<file path="config.mk">
export PLATFORM = sky130hd
export DESIGN_NAME = acs_seq
export DESIGN_NICKNAME = d
export VERILOG_FILES = /design/src/common/acs_pkg.sv /design/src/acs_seq.sv
export VERILOG_INCLUDE_DIRS = /design/src /design/src/common
export SDC_FILE = /design/constraint.sdc
export NUM_CORES = 1
export LEC_CHECK = 0
export ABC_AREA = 1
export ABC_CLOCK_PERIOD_IN_PS = 1300
export BUFFER_PORTS_ARGS = -buffer_cell sky130_fd_sc_hd__buf_2
export CORE_MARGIN = 3
export CORE_UTILIZATION = 30
export CTS_CLUSTER_SIZE = 25
export DETAILED_ROUTE_END_ITERATION = 8
export GPL_TIMING_DRIVEN = 0
export HOLD_SLACK_MARGIN = 0.1
export PLACE_DENSITY = 0.51
export SYNTH_ARGS = -nofsm -noshare
export SYNTH_HDL_FRONTEND = slang
export SYNTH_SLANG_ARGS = --single-unit
</file>
<file path="constraint.sdc">
create_clock -name clock -period 1.3 [get_ports clock]
set_clock_uncertainty 0.1 [all_clocks]
set_input_delay 0.325 -clock clock [delete_from_list [all_inputs] [get_ports clock]]
set_output_delay 0.325 -clock clock [all_outputs]
set_load 0.005 [all_outputs]
</file>
<file path="src/common/acs_regs.svh">
`ifndef ACS_REGS_SVH
`define ACS_REGS_SVH
// ----------------------------------------
// Sequencer constants
// ----------------------------------------
`define ACS_PRIME_CONV 3'd3
`define ACS_VALID_CONV 3'd4
`define ACS_MODE_SINGLE 2'h0
`define ACS_MODE_CONT 2'h1
`define ACS_MODE_MULTI 2'h2
`define ACS_DATA_W 16
`endif

</file>
<file path="src/common/acs_pkg.sv">
`default_nettype none
package acs_pkg;
    typedef logic [1:0] acs_mode_t;
    typedef enum logic [1:0] {
        ACS_IDLE = 2'b00,
        ACS_PRIME = 2'b01,
        ACS_RUN = 2'b10
    } acs_state_t;
endpackage
`default_nettype wire

</file>
<file path="src/acs_seq.sv">
`include "acs_regs.svh"
`default_nettype none
module acs_seq (
    input wire logic clock,
    input wire logic rst,
    input wire logic start_bit,
    input wire logic soc_trigger,
    input wire acs_pkg::acs_mode_t mode_sel,
    input wire logic stop,
    input wire logic conv_done,
    input wire logic [`ACS_DATA_W-1:0] conv_data,
    input wire logic mux_switch,
    input wire logic result_read,
    output logic conv_start,
    output logic decim_reset,
    output logic eoc,
    output logic status_done,
    output logic result_valid,
    output logic [`ACS_DATA_W-1:0] result,
    output logic busy
);
    import acs_pkg::*;

    acs_state_t state;
    acs_mode_t mode;
    logic [2:0] conv_cnt;
    logic [2:0] since_switch;
    logic start_evt;
    logic last_conv;
    logic deliver;

    // ----------------------------------------
    // Start and delivery decode
    // ----------------------------------------
    // Either source starts; trigger may stay low in continuous
    assign start_evt = start_bit | soc_trigger;
    // Priming needs three conversions, the fourth is the result
    assign last_conv = (conv_cnt == `ACS_PRIME_CONV);
    assign deliver = conv_done & ((state == ACS_RUN) | ((state == ACS_PRIME) & last_conv));

    // ----------------------------------------
    // Sequencer
    // ----------------------------------------
    // Mode latched only at start so mid-run changes wait
    always_ff @(posedge clock) begin
        if (rst) begin
            state <= ACS_IDLE;
            mode <= `ACS_MODE_SINGLE;
            conv_cnt <= 3'd0;
            conv_start <= 1'b0;
            decim_reset <= 1'b0;
            busy <= 1'b0;
        end else begin
            conv_start <= 1'b0;
            decim_reset <= 1'b0;
            case (state)
                ACS_IDLE: begin
                    if (start_evt) begin
                        mode <= mode_sel;
                        state <= ACS_PRIME;
                        conv_cnt <= 3'd0;
                        decim_reset <= 1'b1;
                        conv_start <= 1'b1;
                        busy <= 1'b1;
                    end
                end
                ACS_PRIME: begin
                    if (stop) begin
                        state <= ACS_IDLE;
                        busy <= 1'b0;
                    end else if (conv_done) begin
                        if (!last_conv) begin
                            conv_cnt <= conv_cnt + 3'd1;
                            conv_start <= 1'b1;
                        end else if (mode == `ACS_MODE_CONT) begin
                            state <= ACS_RUN;
                            conv_start <= 1'b1;
                        end else if (mode == `ACS_MODE_MULTI) begin
                            // Fresh decimator so older samples leave no trace
                            conv_cnt <= 3'd0;
                            decim_reset <= 1'b1;
                            conv_start <= 1'b1;
                        end else begin
                            state <= ACS_IDLE;
                            busy <= 1'b0;
                        end
                    end
                end
                ACS_RUN: begin
                    if (stop) begin
                        state <= ACS_IDLE;
                        busy <= 1'b0;
                    end else if (conv_done) begin
                        conv_start <= 1'b1;
                    end
                end
                default: begin
                    state <= ACS_IDLE;
                    busy <= 1'b0;
                end
            endcase
        end
    end

    // ----------------------------------------
    // Input switch tracking
    // ----------------------------------------
    // Saturates at four; counts conversions since the last switch
    always_ff @(posedge clock) begin
        if (rst) begin
            since_switch <= 3'd0;
        end else if (mux_switch) begin
            since_switch <= 3'd0;
        end else if (conv_done && since_switch != `ACS_VALID_CONV) begin
            since_switch <= since_switch + 3'd1;
        end
    end

    // ----------------------------------------
    // Result, status and end of conversion
    // ----------------------------------------
    // New completion wins over a read in the same cycle
    always_ff @(posedge clock) begin
        if (rst) begin
            eoc <= 1'b0;
            status_done <= 1'b0;
            result <= '0;
            result_valid <= 1'b0;
        end else if (deliver) begin
            result <= conv_data;
            eoc <= 1'b1;
            status_done <= 1'b1;
            // Valid once the fourth post-switch conversion lands
            result_valid <= (since_switch >= (`ACS_VALID_CONV - 3'd1)) && !mux_switch;
        end else if (result_read) begin
            eoc <= 1'b0;
            status_done <= 1'b0;
        end
    end

    // ----------------------------------------
    // Checks
    // ----------------------------------------
    // End of conversion and status follow every delivered result
    a_eoc_on_done: assert property (@(posedge clock) disable iff (rst)
        deliver |=> eoc && status_done) else $error("eoc not raised");
    // Held until the host reads; a read alone clears it
    a_eoc_holds: assert property (@(posedge clock) disable iff (rst)
        eoc && !result_read |=> eoc) else $error("eoc dropped early");
    a_eoc_clear: assert property (@(posedge clock) disable iff (rst)
        eoc && result_read && !deliver |=> !eoc) else $error("eoc not cleared");
    // Result word only moves when a new one is delivered
    a_result_hold: assert property (@(posedge clock) disable iff (rst)
        !deliver |=> $stable(result)) else $error("result changed without delivery");
    // Any start source kicks off a primed sequence
    a_start_kick: assert property (@(posedge clock) disable iff (rst)
        state == ACS_IDLE && start_evt |=> conv_start && decim_reset && busy)
        else $error("start ignored");
    // Standby stays quiet until a start arrives
    a_idle_quiet: assert property (@(posedge clock) disable iff (rst)
        state == ACS_IDLE && !start_evt |=> !conv_start && !busy)
        else $error("activity while idle");
    a_busy_state: assert property (@(posedge clock) disable iff (rst)
        busy == (state != ACS_IDLE)) else $error("busy disagrees with state");
    // Stop drops back to standby in one edge
    a_stop_idle: assert property (@(posedge clock) disable iff (rst)
        state != ACS_IDLE && stop |=> state == ACS_IDLE && !busy)
        else $error("stop ignored");
    // Mode is frozen for the whole sequence
    a_mode_hold: assert property (@(posedge clock) disable iff (rst)
        state != ACS_IDLE |=> $stable(mode)) else $error("mode changed mid run");

    // ----------------------------------------
    // Sequencing checks
    // ----------------------------------------
    // No result while the decimator is still filling
    a_prime_gap: assert property (@(posedge clock) disable iff (rst)
        state == ACS_PRIME && conv_cnt < `ACS_PRIME_CONV |-> !deliver)
        else $error("result during priming");
    // Continuous keeps converting and never re-primes
    a_cont_run: assert property (@(posedge clock) disable iff (rst)
        state == ACS_RUN && conv_done && !stop |=> conv_start && eoc)
        else $error("continuous stalled");
    a_run_no_reset: assert property (@(posedge clock) disable iff (rst)
        state == ACS_RUN |=> !decim_reset) else $error("continuous re-primed");
    // Multi restarts from a fresh decimator after each result
    a_multi_reprime: assert property (@(posedge clock) disable iff (rst)
        state == ACS_PRIME && mode == `ACS_MODE_MULTI && last_conv && conv_done && !stop
        |=> decim_reset && conv_start && conv_cnt == 3'd0)
        else $error("multi not reprimed");
    a_dec_with_start: assert property (@(posedge clock) disable iff (rst)
        decim_reset |-> conv_start) else $error("reset without conversion");
    a_multi_stay: assert property (@(posedge clock) disable iff (rst)
        state == ACS_PRIME && mode == `ACS_MODE_MULTI && !stop |=> state == ACS_PRIME)
        else $error("multi stopped by itself");
    a_single_idle: assert property (@(posedge clock) disable iff (rst)
        state == ACS_PRIME && mode == `ACS_MODE_SINGLE && last_conv && conv_done && !stop
        |=> state == ACS_IDLE && !busy) else $error("single not idle");
    // Too few conversions since the last switch: result flagged invalid
    a_switch_inv: assert property (@(posedge clock) disable iff (rst)
        deliver && (mux_switch || since_switch < (`ACS_VALID_CONV - 3'd1)) |=> !result_valid)
        else $error("valid right after switch");
    a_valid_set: assert property (@(posedge clock) disable iff (rst)
        deliver && !mux_switch && since_switch == `ACS_VALID_CONV |=> result_valid)
        else $error("settled result not valid");
endmodule
`default_nettype wire

</file>
==> flow_summary_export.csv <==
group,metric,value,unit
critical_path,r2r_cells,9,
timing,hold_viol,0,
detailed_routing,wl_per_cell,11.0,microns
synthesis,synthCells,197,
global_routing,grt_pass1_vias,1258,
global_routing,grt_usage,12.7,%
critical_path,r2r-start,"conv_cnt[1]",
finish,antenna_cells,0,
timing,worst_slack,-0.120,ns
global_routing,grt_pass1_wl,5510,microns
timing,rsz0062_at_grt,"true",
timing,tightest_slew,0.536,ns
finish,fin_cells,312,
detailed_routing,drc_errors,0,
detailed_routing,ant_nets,0,
critical_path,ff2ff_setup_slack,-0.12,ns
worst_hold_path,hp-class,"in2reg",
synthesis,netlist_top_cells_area,"dfxtp_1, nor2_1, o21ai_0, nand2_1, inv_1",
detailed_routing,drtIter0Drc,28,
floorplanning,start_util,32.1,%
timing,setup_violations,21,
timing,maxSlewHeadroom,64.3,%
pwr,p_leak,1.01,nW
critical_path,critPathRequiredTime,1.38,ns
critical_path,crit_fanout,6,
critical_path,crit_type,"reg2reg",
critical_path,cp-end-kind,"flop",
outcome,violations,"negative setup slack",
synthesis,yosysTopAreaCell,"dfxtp_1",
clock_network,cts_buffers,5,
critical_path,worstSetupEndpoint,"result[0]",
synthesis,ys_async_sr_fraction,0,%
synthesis,netlist.area_leader.share,42.9,%
clock_network,cts_root_buffer,"clkbuf_8",
pwr,vdd_drop_max,0.530,mV
synthesis,syn_area,1450,sq um
placed_design,gp_congestion,0.777,
floorplanning,io_pins,48,
synthesis,yosysWarnings,0,
finish,fill_cells,454,
global_routing,grt_max_degree,11,
timing,fin_tns_setup,-1.53,ns
synthesis,ys.flop_type,"dfxtp_1",
synthesis,synth_edf_count,0,
run,drv_cap,0,
synthesis,yosysMostFrequentCell,"nor2_1",
timing,period_needed,1.42,ns
finish,syn_to_final_growth,44.4,%
detailed_routing,drt_wl_total,3430,microns
global_routing,antenna_found_initial,0,
timing,min_period_over_period,109,%
detailed_routing,first_pass_iters,4,
clock_network,clk_pin_slew,0.07,ns
finish,final_layout_size_suffix_gt1_share,40.4,%
critical_path,start_kind,"flop",
pwr,powerDensity,1430,nW/um^2
synthesis,yosysSeqAreaShare,42.9,%
finish,layout.nets,292,
floorplanning,dieArea,5690,sq um
pwr,power,2.99,mW
placed_design,place_hpwl,2490,microns
floorplanning,rows,24,
floorplanning,die_x,75.4,microns
synthesis,synth-seq-cells,31,
critical_path,r2r_end,"result[0]",
clock_network,cts_tree,"done",
synthesis,syn-num-nets,230,
timing,slew_violations,0,
synthesis,ys_top_cells_by_count,"nor2_1, dfxtp_1, nand2_1",
floorplanning,placeableCoreArea,4500,sq um
worst_hold_path,min_from,"conv_data[8]",
clock_network,cts_sinks,31,
timing,fmax,704,MHz
floorplanning,die_height,75.4,microns
global_routing,gr-total-overflow,0,
synthesis,yosysUniqueCellTypes,23,
placed_design,io_buffers,47,
detailed_routing,vias,1379,
detailed_routing,routed_via_density,4.42,
synthesis,postSynthAreaPerCell,7.34,sq um
outcome,status,"complete, but fails checks",
clock_network,clk_latency,0.28,ns
clock_network,htree_num_levels,2,
clock_network,hold_buffers,0,
timing,holdWs,0.161,ns
clock_network,clock_path_buffers,2,
critical_path,worstPathArrival,1.50,ns
placed_design,dp.cells,296,
critical_path,crit_path_start,"conv_cnt[1]",
## worst min-delay path by stage
stage | end | cells after the start
after floorplan | decim_reset | 1
after CTS | status_done | 2
after detailed placement | result[6] | 2
after global placement | result[6] | 2
final | result[8] | 3
after global routing | decim_reset | 2
## flip-flops by register name, summed over array words and instances (netlist names)
name and flops:
busy 1, conv_cnt 3, conv_start 1, decim_reset 1, mode 2, result 16, result_valid 1, since_switch 3
state 2, status_done 1
## per-layer routing
metal  vias to the layer above  track usage [%]  wire, microns
li1                        750                -              -
met1                       600             16.0           1630
met2                        27             19.8           1580
met3                         2             5.15            194
met4                         0             4.08             25
met5                         -                0              0
## worst max-delay path, stage by stage (launching register included)
cell       delay, ns
dfxtp_2         0.35
ha_4            0.15
inv_2           0.04
nor2_4          0.09
nand2_2         0.07
nand2_4         0.10
nand2_8         0.09
clkbuf_16       0.17
o21ai_1         0.12
nor2_1          0.05
## area by class of cell
type	instances	area, sq um	share of cell area [%]
multi-input combinational	135	779	37.4
inverter	27	111	5.34
buffer	5	50.0	2.40
clock buffer	6	82.6	3.96
clock inverter	2	35.0	1.68
timing repair buffer	54	330	15.8
sequential	31	633	30.3
tap	52	65.1	3.12
## cells in the final DEF (no fill, tap or decap), types with 2 or more instances in the layout
cell	instances
o21ai_2	3
nand2_1	26
a21oi_2	2
ha_1	3
nor2_4	3
a21oi_1	7
nor2_1	38
clkbuf_8	6
nand3_1	9
o21ai_1	11
inv_1	22
clkbuf_1	2
dfxtp_2	7
ha_4	3
buf_4	5
dfxtp_1	23
nor2_2	10
nand4_1	4
o21ai_0	8
buf_2	47
nand2_2	2
buf_12	3
inv_2	3
## logic make-up after synthesis
logic type,synth area share [%]
simple gates,27.7
buf+inv,10.7
compound gates,12.6
fa+ha+maj,6.06
flops,42.9
## through the flow
stage | utilization, % | cell area (sq um) | worst slack (ns)
after floorplan | - | 1460 | -0.0702
after global placement | 39.1 | 1760 | -0.199
after detailed placement | 39.1 | 1760 | -0.205
after CTS | 44.3 | 1990 | -0.119
after global routing | 46.3 | 2090 | -0.201
final | 46.3 | 2090 | -0.120
## report_power, final
part,internal [mW],leakage [nW],total [mW],switching (mW)
Combinational,0.388,0.697,0.834,0.446
Clock,0.619,0.0612,0.971,0.351
Sequential,1.09,0.256,1.18,0.0958
## timing repair
action | in CTS | in global routing
buffers inserted | 4 | 2
pin swaps | 13 | 5
gates cloned | 1 | 1
endpoints found under the hold margin | 0 | 0
resized for setup | 16 | 21
setup endpoints to repair | 22 | 30
(Power assumes the default switching activity.)
